[src/core/buf_cfg_pkg.sv]
package buf_cfg_pkg;
  // Register map
  localparam logic [7:0] REG_BUF_CFG2 = 8'h27;
  localparam logic [7:0] CFG2_RESET = 8'h00;
  localparam int FLUSH_BIT = 7;
  localparam int WAKE_SRC_BIT = 6;
  localparam int THR_MSB = 5;
  // Buffer modes from the first configuration register
  localparam logic [1:0] MODE_OFF = 2'h0;
  localparam logic [1:0] MODE_STREAM = 2'h1;
  localparam logic [1:0] MODE_STOP = 2'h2;
  localparam logic [1:0] MODE_TRIG = 2'h3;
  // Sizes
  localparam logic [6:0] TRIG_SPAN = 7'h20;
  localparam int FIFO_DEPTH = 16;
  localparam int SAMPLE_W = 36;
  localparam int PERIOD_W = 8;
  // Power states
  typedef enum logic [1:0] {
    ST_WAKE = 2'b01,
    ST_SLEEP = 2'b10
  } power_state_type;
endpackage

[src/core/sample_fifo.sv]
// Sample storage; clear has priority over push and pop
module sample_fifo #(
  parameter int WIDTH = buf_cfg_pkg::SAMPLE_W,
  parameter int DEPTH = buf_cfg_pkg::FIFO_DEPTH,
  localparam int AW = $clog2(DEPTH),
  localparam int CW = $clog2(DEPTH + 1)
) (
  // Clock and reset
  input wire logic ref_clk,
  input wire logic arst_n,
  input wire logic clear,
  // Fill side
  input wire logic in_valid,
  output logic in_ready,
  input wire logic [WIDTH-1:0] in_data,
  // Drain side
  output logic out_valid,
  input wire logic out_ready,
  output logic [WIDTH-1:0] out_data,
  output logic [CW-1:0] count
);
  logic [WIDTH-1:0] mem [DEPTH];
  logic [AW-1:0] wr_r, wr_nxt, rd_r, rd_nxt;
  logic [CW-1:0] cnt_r, cnt_nxt;
  logic push, pop;

  function automatic logic [AW-1:0] step(input logic [AW-1:0] p);
    step = (p == AW'(DEPTH - 1)) ? '0 : p + AW'(1);
  endfunction

  ////////////////////////////////////////////////////////////////////////
  // A pop in the same cycle frees a slot, so a full FIFO can still accept
  assign out_valid = (cnt_r != '0);
  assign in_ready = (cnt_r != CW'(DEPTH)) | out_ready;
  assign out_data = mem[rd_r];
  assign count = cnt_r;
  assign push = in_valid & in_ready & ~clear;
  assign pop = out_valid & out_ready & ~clear;

  always_comb
  begin
    wr_nxt = push ? step(wr_r) : wr_r;
    rd_nxt = pop ? step(rd_r) : rd_r;
    cnt_nxt = cnt_r + CW'(push) - CW'(pop);
    if (clear)
    begin
      wr_nxt = '0;
      rd_nxt = '0;
      cnt_nxt = '0;
    end
  end

  always_ff @(posedge ref_clk or negedge arst_n)
  begin
    if (!arst_n)
    begin
      wr_r <= '0;
      rd_r <= '0;
      cnt_r <= '0;
    end
    else
    begin
      wr_r <= wr_nxt;
      rd_r <= rd_nxt;
      cnt_r <= cnt_nxt;
    end
  end

  // Storage needs no reset; the pointers say what is valid
  always_ff @(posedge ref_clk)
  begin
    if (push)
      mem[wr_r] <= in_data;
  end
endmodule // sample_fifo

[src/core/sleep_countdown.sv]
// Auto-sleep countdown in output-data-rate periods; period 0 never expires
module sleep_countdown #(
  parameter int W = buf_cfg_pkg::PERIOD_W
) (
  // Clock and reset
  input wire logic ref_clk,
  input wire logic arst_n,
  // Control
  input wire logic [W-1:0] period,
  input wire logic tick,
  input wire logic restart,
  // Status
  output logic expire
);
  logic [W-1:0] cnt_r, cnt_nxt;
  logic exp_r, exp_nxt;

  ////////////////////////////////////////////////////////////////////////
  // Restart wins over a tick so a fresh activity always gets full time
  always_comb
  begin
    cnt_nxt = cnt_r;
    exp_nxt = 1'b0;
    if (restart)
      cnt_nxt = period;
    else if (tick && cnt_r != '0)
    begin
      cnt_nxt = cnt_r - W'(1);
      exp_nxt = (cnt_r == W'(1));
    end
  end

  always_ff @(posedge ref_clk or negedge arst_n)
  begin
    if (!arst_n)
    begin
      cnt_r <= '0;
      exp_r <= 1'b0;
    end
    else
    begin
      cnt_r <= cnt_nxt;
      exp_r <= exp_nxt;
    end
  end

  assign expire = exp_r;
endmodule // sleep_countdown

[src/core/sample_buffer_flush_watermark_ctrl.sv]
// Second buffer configuration register with flush, wake source and threshold
module sample_buffer_flush_watermark_ctrl #(
  parameter int SW = buf_cfg_pkg::SAMPLE_W,
  parameter int DEPTH = buf_cfg_pkg::FIFO_DEPTH,
  localparam int CW = $clog2(DEPTH + 1)
) (
  // Clock and reset
  input wire logic ref_clk,
  input wire logic arst_n,
  // Register port from the serial interface logic
  input wire logic reg_wr,
  input wire logic reg_rd,
  input wire logic [7:0] reg_addr,
  input wire logic [7:0] reg_wdata,
  output logic [7:0] reg_rdata,
  // Context from other blocks
  input wire logic [1:0] buf_mode,
  input wire logic [7:0] auto_sleep_period,
  input wire logic odr_tick,
  input wire logic other_wake_event,
  input wire logic trig_event,
  // Incoming samples
  input wire logic smp_valid,
  output logic smp_ready,
  input wire logic [SW-1:0] smp_data,
  // Host sample readout
  input wire logic rd_req,
  output logic rd_ack,
  output logic [SW-1:0] rd_data,
  // Status
  output logic [5:0] sample_count,
  output logic fill_flag,
  output logic overflow_flag,
  output logic sleep_mode,
  output logic gate_clear
);
  // Configuration and status state
  logic [6:0] cfg_r, cfg_nxt;
  logic [7:0] rdata_r, rdata_nxt;
  buf_cfg_pkg::power_state_type state_r, state_nxt;
  logic hit_r, hit_nxt, done_r, done_nxt, wait_r, wait_nxt;
  logic ovf_r, ovf_nxt, fill_r, fill_nxt, prev_r, prev_nxt;
  logic [5:0] post_r, post_nxt;
  logic ack_r;
  logic [SW-1:0] rdd_r;
  logic gclr_r, gclr_nxt;
  // Decodes and events
  logic cfg_sel, flush_cmd, wake_en;
  logic [5:0] thr, lim, cnt6;
  logic m_off, m_stream, m_stop, m_trig, pre, full;
  logic clr, discard, drop, push, host_pop;
  logic buf_src, flags, buf_wake_ev, host_clear_ev;
  logic trig_take, go_sleep, go_wake, expire, restart;
  logic f_in_valid, f_in_ready, f_out_valid, f_out_ready;
  logic [SW-1:0] f_out_data;
  logic [CW-1:0] f_cnt;

  ////////////////////////////////////////////////////////////////////////
  // Decodes
  assign cfg_sel = (reg_addr == buf_cfg_pkg::REG_BUF_CFG2);
  assign flush_cmd = reg_wr & cfg_sel
                   & reg_wdata[buf_cfg_pkg::FLUSH_BIT];
  assign wake_en = cfg_r[buf_cfg_pkg::WAKE_SRC_BIT];
  assign thr = cfg_r[buf_cfg_pkg::THR_MSB:0];
  assign m_off = (buf_mode == buf_cfg_pkg::MODE_OFF);
  assign m_stream = (buf_mode == buf_cfg_pkg::MODE_STREAM);
  assign m_stop = (buf_mode == buf_cfg_pkg::MODE_STOP);
  assign m_trig = (buf_mode == buf_cfg_pkg::MODE_TRIG);
  assign cnt6 = 6'(f_cnt);
  assign full = (f_cnt == CW'(DEPTH));
  assign pre = m_trig & ~hit_r;

  // Post-trigger span; a threshold at or past the span leaves nothing
  assign lim = ({1'b0, thr} >= buf_cfg_pkg::TRIG_SPAN) ? 6'h00
             : 6'(buf_cfg_pkg::TRIG_SPAN - {1'b0, thr});

  ////////////////////////////////////////////////////////////////////////
  // Buffer path; mode off and flush beat any sample in flight
  assign clr = flush_cmd | m_off | (go_sleep & m_trig);
  assign discard = m_off | (pre & thr == 6'h00) | clr;
  assign f_in_valid = smp_valid & ~discard & ~done_r;
  assign smp_ready = discard | (~done_r & f_in_ready);
  assign host_pop = rd_req & f_out_valid & ~clr;
  // Stream drops the oldest when full; pre-trigger keeps only thr samples
  assign drop = f_in_valid & f_out_valid & ~host_pop
              & ((m_stream & full) | (pre & (full | cnt6 >= thr)));
  assign f_out_ready = host_pop | drop;
  assign push = f_in_valid & f_in_ready;

  sample_fifo #(
    .WIDTH(SW),
    .DEPTH(DEPTH)
  ) u_fifo (
    .ref_clk(ref_clk),
    .arst_n(arst_n),
    .clear(clr),
    .in_valid(f_in_valid),
    .in_ready(f_in_ready),
    .in_data(smp_data),
    .out_valid(f_out_valid),
    .out_ready(f_out_ready),
    .out_data(f_out_data),
    .count(f_cnt)
  );

  ////////////////////////////////////////////////////////////////////////
  // Wake/sleep sources
  assign buf_src = wake_en & (m_stream | m_stop);
  assign flags = fill_r | ovf_r;
  assign buf_wake_ev = buf_src & flags & ~prev_r;
  assign host_clear_ev = buf_src & flags & (flush_cmd | host_pop);
  assign trig_take = pre & trig_event & ~wait_r;
  // A captured trigger holds WAKE until the buffer is emptied
  assign go_sleep = (state_r == buf_cfg_pkg::ST_WAKE)
                  & expire & ~hit_r;
  assign go_wake = (state_r == buf_cfg_pkg::ST_SLEEP)
                 & (other_wake_event | buf_wake_ev | trig_take);
  assign restart = other_wake_event | buf_wake_ev | host_clear_ev
                 | trig_take | go_sleep | go_wake;

  sleep_countdown #(
    .W(buf_cfg_pkg::PERIOD_W)
  ) u_aslp (
    .ref_clk(ref_clk),
    .arst_n(arst_n),
    .period(auto_sleep_period),
    .tick(odr_tick),
    .restart(restart),
    .expire(expire)
  );

  ////////////////////////////////////////////////////////////////////////
  // Register file; flush is a pulse and never stored
  always_comb
  begin
    cfg_nxt = cfg_r;
    rdata_nxt = rdata_r;
    if (reg_wr && cfg_sel)
      cfg_nxt = reg_wdata[6:0];
    if (reg_rd)
      rdata_nxt = cfg_sel ? {1'b0, cfg_r} : 8'h00;
  end

  always_ff @(posedge ref_clk or negedge arst_n)
  begin
    if (!arst_n)
    begin
      cfg_r <= buf_cfg_pkg::CFG2_RESET[6:0];
      rdata_r <= 8'h00;
    end
    else
    begin
      cfg_r <= cfg_nxt;
      rdata_r <= rdata_nxt;
    end
  end

  ////////////////////////////////////////////////////////////////////////
  // Flags, trigger capture and power state
  always_comb
  begin
    state_nxt = state_r;
    if (go_sleep)
      state_nxt = buf_cfg_pkg::ST_SLEEP;
    else if (go_wake)
      state_nxt = buf_cfg_pkg::ST_WAKE;
    // Fill flag follows the count every cycle
    fill_nxt = ~m_off & ~clr & (thr != 6'h00) & (cnt6 >= thr);
    prev_nxt = flags;
    post_nxt = post_r;
    hit_nxt = hit_r;
    done_nxt = done_r;
    wait_nxt = wait_r & (state_r != buf_cfg_pkg::ST_SLEEP);
    if (trig_take)
    begin
      hit_nxt = 1'b1;
      post_nxt = 6'h00;
      done_nxt = (lim == 6'h00);
    end
    else if (hit_r && push)
    begin
      post_nxt = post_r + 6'h01;
      done_nxt = (post_r + 6'h01 == lim);
    end
    // Overflow: reads clear it, but a new overflow in that cycle wins
    ovf_nxt = ovf_r & ~host_pop;
    if ((smp_valid & m_stop & full & ~discard) | (m_stream & drop)
        | (~done_r & done_nxt & (trig_take | hit_r)))
      ovf_nxt = 1'b1;
    // Emptying after capture re-arms, but only after a sleep
    if (hit_r && done_r && host_pop && f_cnt == CW'(1))
    begin
      hit_nxt = 1'b0;
      done_nxt = 1'b0;
      wait_nxt = 1'b1;
    end
    gclr_nxt = clr | (host_pop & f_cnt == CW'(1));
    if (clr)
    begin
      ovf_nxt = 1'b0;
      hit_nxt = 1'b0;
      done_nxt = 1'b0;
      post_nxt = 6'h00;
      wait_nxt = wait_r | (hit_r & ~m_off);
    end
  end

  always_ff @(posedge ref_clk or negedge arst_n)
  begin
    if (!arst_n)
    begin
      state_r <= buf_cfg_pkg::ST_WAKE;
      fill_r <= 1'b0;
      ovf_r <= 1'b0;
      prev_r <= 1'b0;
      post_r <= 6'h00;
      hit_r <= 1'b0;
      done_r <= 1'b0;
      wait_r <= 1'b0;
      gclr_r <= 1'b0;
    end
    else
    begin
      state_r <= state_nxt;
      fill_r <= fill_nxt;
      ovf_r <= ovf_nxt;
      prev_r <= prev_nxt;
      post_r <= post_nxt;
      hit_r <= hit_nxt;
      done_r <= done_nxt;
      wait_r <= wait_nxt;
      gclr_r <= gclr_nxt;
    end
  end

  // Readout holds the last sample; data path needs no reset value
  always_ff @(posedge ref_clk or negedge arst_n)
  begin
    if (!arst_n)
      ack_r <= 1'b0;
    else
      ack_r <= host_pop;
  end

  always_ff @(posedge ref_clk)
  begin
    if (host_pop)
      rdd_r <= f_out_data;
  end

  ////////////////////////////////////////////////////////////////////////
  // Outputs
  assign reg_rdata = rdata_r;
  assign rd_ack = ack_r;
  assign rd_data = rdd_r;
  assign sample_count = cnt6;
  assign fill_flag = fill_r;
  assign overflow_flag = ovf_r;
  assign sleep_mode = (state_r == buf_cfg_pkg::ST_SLEEP);
  assign gate_clear = gclr_r;
endmodule // sample_buffer_flush_watermark_ctrl

[config.mk]
export PLATFORM = sky130hd
export DESIGN_NAME = sample_buffer_flush_watermark_ctrl
export DESIGN_NICKNAME = d
export VERILOG_FILES = /design/src/core/buf_cfg_pkg.sv /design/src/core/sample_fifo.sv /design/src/core/sleep_countdown.sv /design/src/core/sample_buffer_flush_watermark_ctrl.sv
export SDC_FILE = /design/constraint.sdc
export NUM_CORES = 1
export LEC_CHECK = 0
export BUFFER_PORTS_ARGS = -buffer_cell sky130_fd_sc_hd__buf_2
export CAP_MARGIN = 20
export CORE_UTILIZATION = 55
export DETAILED_ROUTE_END_ITERATION = 8
export HOLD_SLACK_MARGIN = 0.05
export PLACE_DENSITY = 0.83
export SLEW_MARGIN = 20
export SYNTH_ARGS = -nofsm -noshare
export SYNTH_HDL_FRONTEND = slang
export SYNTH_HIERARCHICAL = 1
export SYNTH_SLANG_ARGS = --single-unit
[constraint.sdc]
create_clock -name ref_clk -period 6.3 [get_ports ref_clk]
set_input_delay 0.315 -clock ref_clk [delete_from_list [all_inputs] [get_ports ref_clk]]
set_output_delay 0.315 -clock ref_clk [all_outputs]
set_load 0.01 [all_outputs]
### Word level (Yosys, flattened, before mapping)

Memories as Yosys holds them, arrays and structs flattened. A register that Yosys moved wholly into a read port is not among the register bits.
Cells that the tools add are included.

* $add $sub $neg: 7
* multiply operators: 0
* divide/modulo/power cells: 0
* magnitude comparators: 2
* equal/unequal tests: 14
* shifts and indexed selects: 0
* mux-type cells: 31
* bitwise operators: 72
* reduce and logical (&&, ||, !) cells: 18

Operator list (count)
* bitwise AND 1 bit: 41
* two-way mux 4 bit: 6
* two-way mux 6 bit: 4
* bitwise OR 1 bit: 23
* two-way mux 8 bit: 2
* two-way mux 1 bit: 15
* logical NOT 6 bit: 2
* adder 4 x 1 -> 4 bit, second input constant: 2
* equality test 4 bit, second input constant: 2
* equality test 8 x 1 -> 1 bit, second input constant: 1
* equality test 8 x 6 -> 1 bit, second input constant: 1
* NOT 1 bit: 8
* nonzero test 2 bit: 4
* nonzero test 8 bit: 1
* subtractor 8 x 1 -> 8 bit, second input constant: 1
* two-way mux 7 bit: 1
* adder 6 x 1 -> 6 bit, second input constant: 1
* equality test 2 bit, second input constant: 3
* equality test 6 bit: 1
* >= comparator 5 x 6 -> 1 bit: 1
* >= comparator 6 bit, second input constant: 1
* logical AND 1 bit: 6
* nonzero test 3 bit: 2
* nonzero test 6 bit: 1
* 12 further kinds: 14

* bits in registers: 53
* bits in latches: 0
* bits in writable memories: 576
* ROM bits: 0
* bits of input ports: 71
* output and inout bits: 56
* logic and storage cells: 162
* memories: 1

Memories
* u_fifo.mem: depth 16, bits a word 36, read ports 1, clocked after Yosys merged registers in 1, write ports 1, RTL line sample_fifo.sv:22 `logic [WIDTH-1:0] mem [DEPTH];`

### Longest topological paths before layout

* depth in word-level cells: 23
* depth in mapped cells: 19
* gate-level depth less buffers: 18

### Hierarchy

The synthesis kept the hierarchy.

Modules (own cells, without submodules)
* sample_fifo: instances 1, cells an instance 1147, area an instance 22894.5 sq um, sequential area each 17621.9 sq um
* sample_buffer_flush_watermark_ctrl: instances 1, cells an instance 231, area an instance 2989.1 sq um, sequential area each 1833.0 sq um
* sleep_countdown: instances 1, cells an instance 63, area an instance 564.3 sq um, sequential area each 225.2 sq um

### Least setup slack after synthesis

No wires, ideal clock.

* path kind: input to register
* from: in buf_mode[0]
* to: mem u_fifo/mem[0][0] in the netlist's numbering, enable pin
* setup time: 0.474 ns
* data arrival time: 5.269 ns
* required time: 5.826 ns
* path slack: 0.557 ns
* stages: 11
* buffers on the path: 0
* path through: ha_1 > nor2b_1 > a41oi_1 > nand2_1 > or2_2 > or3_1 > o21ai_0 > nor2b_1 > a211oi_2 > nand2_1 > nor3_1

* elaborated cells on any way between the ends: 28
* classes of those cells: eq/ne (2); mux (2); bitwise (23); reduce/logical (1)

RTL lines
* from (decl): RTL line sample_buffer_flush_watermark_ctrl.sv:17 `input wire logic [1:0] buf_mode,`
* equality test 2 bit or logical NOT 2 bit (tied branches): RTL line sample_buffer_flush_watermark_ctrl.sv:68, sample_buffer_flush_watermark_ctrl.sv:65
* bitwise AND 1 bit or bitwise OR 1 bit (tied branches): RTL line sample_buffer_flush_watermark_ctrl.sv:79 `assign clr = flush_cmd | m_off | (go_sleep & m_trig);`
* bitwise OR 1 bit *: RTL line sample_buffer_flush_watermark_ctrl.sv:79
* via clr: RTL line sample_buffer_flush_watermark_ctrl.sv:51 `logic clr, discard, drop, push, host_pop;`
* bitwise OR 1 bit: RTL line sample_buffer_flush_watermark_ctrl.sv:80 `assign discard = m_off | (pre & thr == 6'h00) | clr;`
* NOT 1 bit: RTL line sample_buffer_flush_watermark_ctrl.sv:81 `assign f_in_valid = smp_valid & ~discard & ~done_r;`
* bitwise AND 1 bit (2 in a row): RTL line sample_buffer_flush_watermark_ctrl.sv:81
* bitwise AND 1 bit (2 in a row): RTL line sample_buffer_flush_watermark_ctrl.sv:85 `assign drop = f_in_valid & f_out_valid & ~host_pop`
* bitwise AND 1 bit: RTL line sample_buffer_flush_watermark_ctrl.sv:86 `& ((m_stream & full) | (pre & (full | cnt6 >= thr)));`
* bitwise OR 1 bit *: RTL line sample_buffer_flush_watermark_ctrl.sv:87 `assign f_out_ready = host_pop | drop;`
* via f_out_ready: RTL line sample_buffer_flush_watermark_ctrl.sv:54 `logic f_in_valid, f_in_ready, f_out_valid, f_out_ready;`
* bitwise OR 1 bit *: RTL line sample_fifo.sv:34 `assign in_ready = (cnt_r != CW'(DEPTH)) | out_ready;`
* bitwise AND 1 bit * (2 in a row): RTL line sample_fifo.sv:37 `assign push = in_valid & in_ready & ~clear;`
* two-way mux 1 bit *: RTL line sample_fifo.sv:72 `if (push)`
* two-way mux 1 bit (not written as such) *: RTL line sample_fifo.sv:73 `mem[wr_r] <= in_data;`
* to (decl): RTL line sample_fifo.sv:22

Mark *: on every way through the listed nets, which the timed path passes. The rest lies on a longest branch.

### Worst setup path in the final report

* from: reg cfg_r[0]
* to: mem u_fifo/mem[4][31] in the netlist's numbering, enable pin

* word-level cells in the longest chain between the ends: 16
* elaborated cells on any way between the ends: 20
* classes of those cells: order compare (1); mux (2); bitwise (16); reduce/logical (1)

Ends and longest elaborated chain
* from (decl): RTL line sample_buffer_flush_watermark_ctrl.sv:38 `logic [6:0] cfg_r, cfg_nxt;`
* from (signal assigned): RTL line sample_buffer_flush_watermark_ctrl.sv:148 `cfg_r <= buf_cfg_pkg::CFG2_RESET[6:0];`
* from (signal assigned): RTL line sample_buffer_flush_watermark_ctrl.sv:153 `cfg_r <= cfg_nxt;`
* logical NOT 6 bit: RTL line sample_buffer_flush_watermark_ctrl.sv:80
* bitwise AND 1 bit: RTL line sample_buffer_flush_watermark_ctrl.sv:80
* bitwise OR 1 bit (2 in a row): RTL line sample_buffer_flush_watermark_ctrl.sv:80
* NOT 1 bit: RTL line sample_buffer_flush_watermark_ctrl.sv:81
* bitwise AND 1 bit (2 in a row): RTL line sample_buffer_flush_watermark_ctrl.sv:81
* bitwise AND 1 bit (2 in a row): RTL line sample_buffer_flush_watermark_ctrl.sv:85
* bitwise AND 1 bit *: RTL line sample_buffer_flush_watermark_ctrl.sv:86
* bitwise OR 1 bit *: RTL line sample_buffer_flush_watermark_ctrl.sv:87
* via f_out_ready: RTL line sample_buffer_flush_watermark_ctrl.sv:54
* bitwise OR 1 bit *: RTL line sample_fifo.sv:34
* bitwise AND 1 bit * (2 in a row): RTL line sample_fifo.sv:37
* two-way mux 1 bit *: RTL line sample_fifo.sv:72
* two-way mux 1 bit (not written as such) *: RTL line sample_fifo.sv:73

Marked as above.

==> key figures <==
Worst setup path
  • Crit Path Class: flop to flop
  • CP Launch Type: flop
  • Critical path endpoint category: flop
  • Crit-path max FO: 19
  • Worst EP required: 6.56 ns
  • CP max stage delay: 0.68 ns
  • Critical Path AT: 5.02 ns
  • Crit path max-delay cell type: nor2_4
  • Cell Chain, Critical Path: inv_1 > ha_1 > nor3b_1 > nor4b_1 > or2_2 > or3_1 > o21ai_0 > nor2b_1 > a211oi_2 > nand2_1 > nor2_4 > buf_4

Clock network
  • Post-CTS Setup Inserts: 0
  • CTS tree: built
  • Worst skew pair latency: 0.60 ns
  • CTS Root Cell: clkbuf_16
  • Htree depth: 3
  • Total CTS buffers: 66
  • CTS Hold Bufs: 17
  • Clock Sinks: ~660
  • Worst-path clk slew: 0.06 ns
  • CTS-repair resized insts: 0
  • CTS Buffer Depth: 3

Route
  • Routed len/inst: 25.54 um
  • Antenna Nets Post-Route: 0
  • Iter 0 DRT Violations: 1,407
  • Vias: 14,402
  • 1st-pass router iterations: 5
  • Final Routed Wirelength: approximately 58,000 um
  • DR DRC count: 0
  • Vias per cell: around 6.4

Logic synthesis
  • Synth Cell Area: 0.02645 mm2
  • Post-synthesis register bit count: 664
  • Post-Syn Instances: 1,441
  • Mapped Avg Cell Area: 18.35 um2
  • Prevailing post-synth register cell: edfxtp_1
  • Synthesis Warnings: 6
  • Post-synth EDFFs: 612
  • Cell variety after synth: a little over 70
  • Asr flop ratio synth: 7.831%
  • Sequential area share after synthesis: 74.41%

Placement
  • Routability cong.: 0.8190
  • PortBufs: 124
  • Place WS: approximately 1.6 ns
  • Hpwl dp: 32,310 um

Cells and area
  • Final net count: 1,706
  • Layout cells sized above 1: between 20% and 30%
  • Fillers: 3,009
  • Multi-input logic area: 0.006344 mm2
  • Area Growth Syn to Fin: 13.70%
  • Most frequent cells in the layout: edfxtp_1, mux2i_1, buf_2
  • Commonest non-fill, non-tap cell in the layout: edfxtp_1
  • Register area: 0.01969 mm2
  • Final Util: ~64%

Status
  • Run status: complete, no violations

Timing
  • Skew final: 0.01388 ns
  • Minimum clock period: 4.756 ns
  • RSZ-0062 raised after global routing: false
  • Max Clk Rate: between 200 and 250 MHz
  • Worst-Margin Slew: 1.121 ns
  • Post-route clock period utilization: 75.49%
  • Max-slew violation count: 0
  • Finish-stage setup viols: 0
  • Crit path setup slack, layout: roughly 1.5 ns
  • Post-Route Setup TNS: 0 ns
  • Final hold viol count: 0
  • Slew HR: 25.24%

Power and ir drop
  • Pwr/cell area: 381.1 mW/mm2
  • Leak: 10.27 nW
  • Max VDD drop: around 0.24 mV
  • Total chip power: 11.46 mW

Floorplanning
  • Core ar.: 0.04695 mm2
  • Chip Height: 221.3 um
  • Die ar.: between 0.04 and 0.05 mm2
  • Row count: 79
  • Die X: 221.3 um
  • I/O pins: 127
  • Initial Util: 56.33%

Run
  • Max_cap viols: 0

Hold path
  • Worst Hold Class: primary input to flop

GRT
  • Largest net degree at the start of global routing: 96
  • Total gr overflow: 0
  • First-pass GRT wire length: approximately 90,000 um
  • Total global-route track usage: 24.12%
  • Vias in the first global route: between 10,000 and 15,000
  • Initial antenna violation count: 4
-- power breakdown --
part           internal [mW]  switching (mW)  total (mW)
clock network           2.25            1.64        3.89
logic                   1.00            1.20        2.20
registers               5.12           0.255        5.37
total                   8.37            3.09        11.5
-- sequential cells by signal, summed over array words and instances (netlist names), 2 cells and up --
register and count:
u_fifo/wr_r 4, u_fifo/rd_r 4, u_aslp/cnt_r 8, u_fifo/mem 576, cfg_r 7, rd_data 36
state_r 2, u_fifo/count 5, reg_rdata 7, post_r 6
-- cell type report --
cell class                 instances  area share [%]
sequential                       664           65.48
inverter                          32          0.4036
multi-input combinational        676           21.10
clock buffer                      77           5.700
tap                              607           2.526
antenna                            2         0.01664
timing repair buffer             169           3.412
clock inverter                    40           1.369
-- final timing paths --
check | endpoint | slack [ns] | startpoint | cells after the start
hold / removal | u_fifo/mem[15][23] | 0.09 | smp_data[23] | 1
setup / recovery | u_fifo/mem[4][31] | 1.54 | cfg_r[0] | 12
setup reg to reg | u_fifo/mem[4][31] | 1.54 | cfg_r[0] | 12
hold reg to reg | post_r[5] | 0.50 | post_r[5] | 1
max in group asynchronous | u_fifo/rd_r[1] | 5.39 | arst_n | 3
min in group asynchronous | cfg_r[6] | 0.38 | arst_n | 3
-- cells in the mapped netlist, types with 3 or more instances --
| cell | number | area share [%] |
|---|---|---|
| a21o_1 | 5 | 0.14 |
| or4_1 | 3 | 0.085 |
| clkbuf_1 | 35 | 0.50 |
| mux2i_1 | 148 | 5.6 |
| a41oi_1 | 3 | 0.099 |
| nand4b_1 | 3 | 0.099 |
| a22oi_1 | 36 | 1.0 |
| ha_1 | 25 | 1.2 |
| a22o_1 | 6 | 0.20 |
| a31oi_1 | 4 | 0.095 |
| nor3b_1 | 7 | 0.20 |
| a221oi_1 | 72 | 2.4 |
| nor2b_1 | 9 | 0.21 |
| mux2_2 | 7 | 0.30 |
| nand2_1 | 63 | 0.89 |
| nand3_1 | 14 | 0.26 |
| xnor2_1 | 8 | 0.26 |
| buf_2 | 6 | 0.11 |
| nand2b_1 | 5 | 0.12 |
| nor4b_1 | 3 | 0.099 |
| edfxtp_1 | 612 | 69 |
| o21ai_1 | 4 | 0.076 |
| or2_2 | 3 | 0.071 |
| xor2_1 | 6 | 0.20 |
| nor2_1 | 42 | 0.60 |
| o21ai_0 | 52 | 0.98 |
| dfrtp_1 | 51 | 4.8 |
| buf_6 | 14 | 0.60 |
| a21oi_1 | 16 | 0.30 |
| inv_1 | 31 | 0.44 |
| buf_4 | 11 | 0.31 |
| a311oi_1 | 3 | 0.099 |
| mux4_2 | 72 | 6.1 |
| nor3_1 | 15 | 0.28 |
| buf_1 | 3 | 0.043 |
-- through the flow --
step / cells / hold slack [ns] / area (um2)
final: 2267 / 0.09385 / 30070
after global routing: 2266 / 0.08006 / 30070
after CTS: 2265 / 0.06478 / 30060
after detailed placement: 2131 / 0.4754 / 27770
after global placement: 2131 / 0.4702 / 27770
after floorplan: 1442 / 0.01941 / 26450
-- kinds of logic after synthesis --
group	synth area share, %
AOI/OAI and AO/OA	6.046
adders and majority gates	1.258
muxes	12.03
and+or+nand+nor	3.562
other	0.01418
xor gates and xnor gates	0.6103
DFF	74.41
buffers and inverters	2.067
-- metal layers --
metal / up-vias / global-route usage [%] / share of wire [%]
met5: - / 0 / 0.022
met1: 7363 / 31.76 / 39
met3: 118 / 4.807 / 8.0
li1: 6188 / - / -
met4: 2 / 7.715 / 2.6
met2: 731 / 40.57 / 51
-- worst max-delay path, delay by kind of cell, from the launching register on --
family	cells	cell delay [ns]
DFF	1	0.53
adders and majority gates	1	0.23
and+or+nand+nor	7	2.20
buffers and inverters	2	0.52
AOI/OAI and AO/OA	2	0.92
No activity file was read; power rests on OpenSTA's default activity.
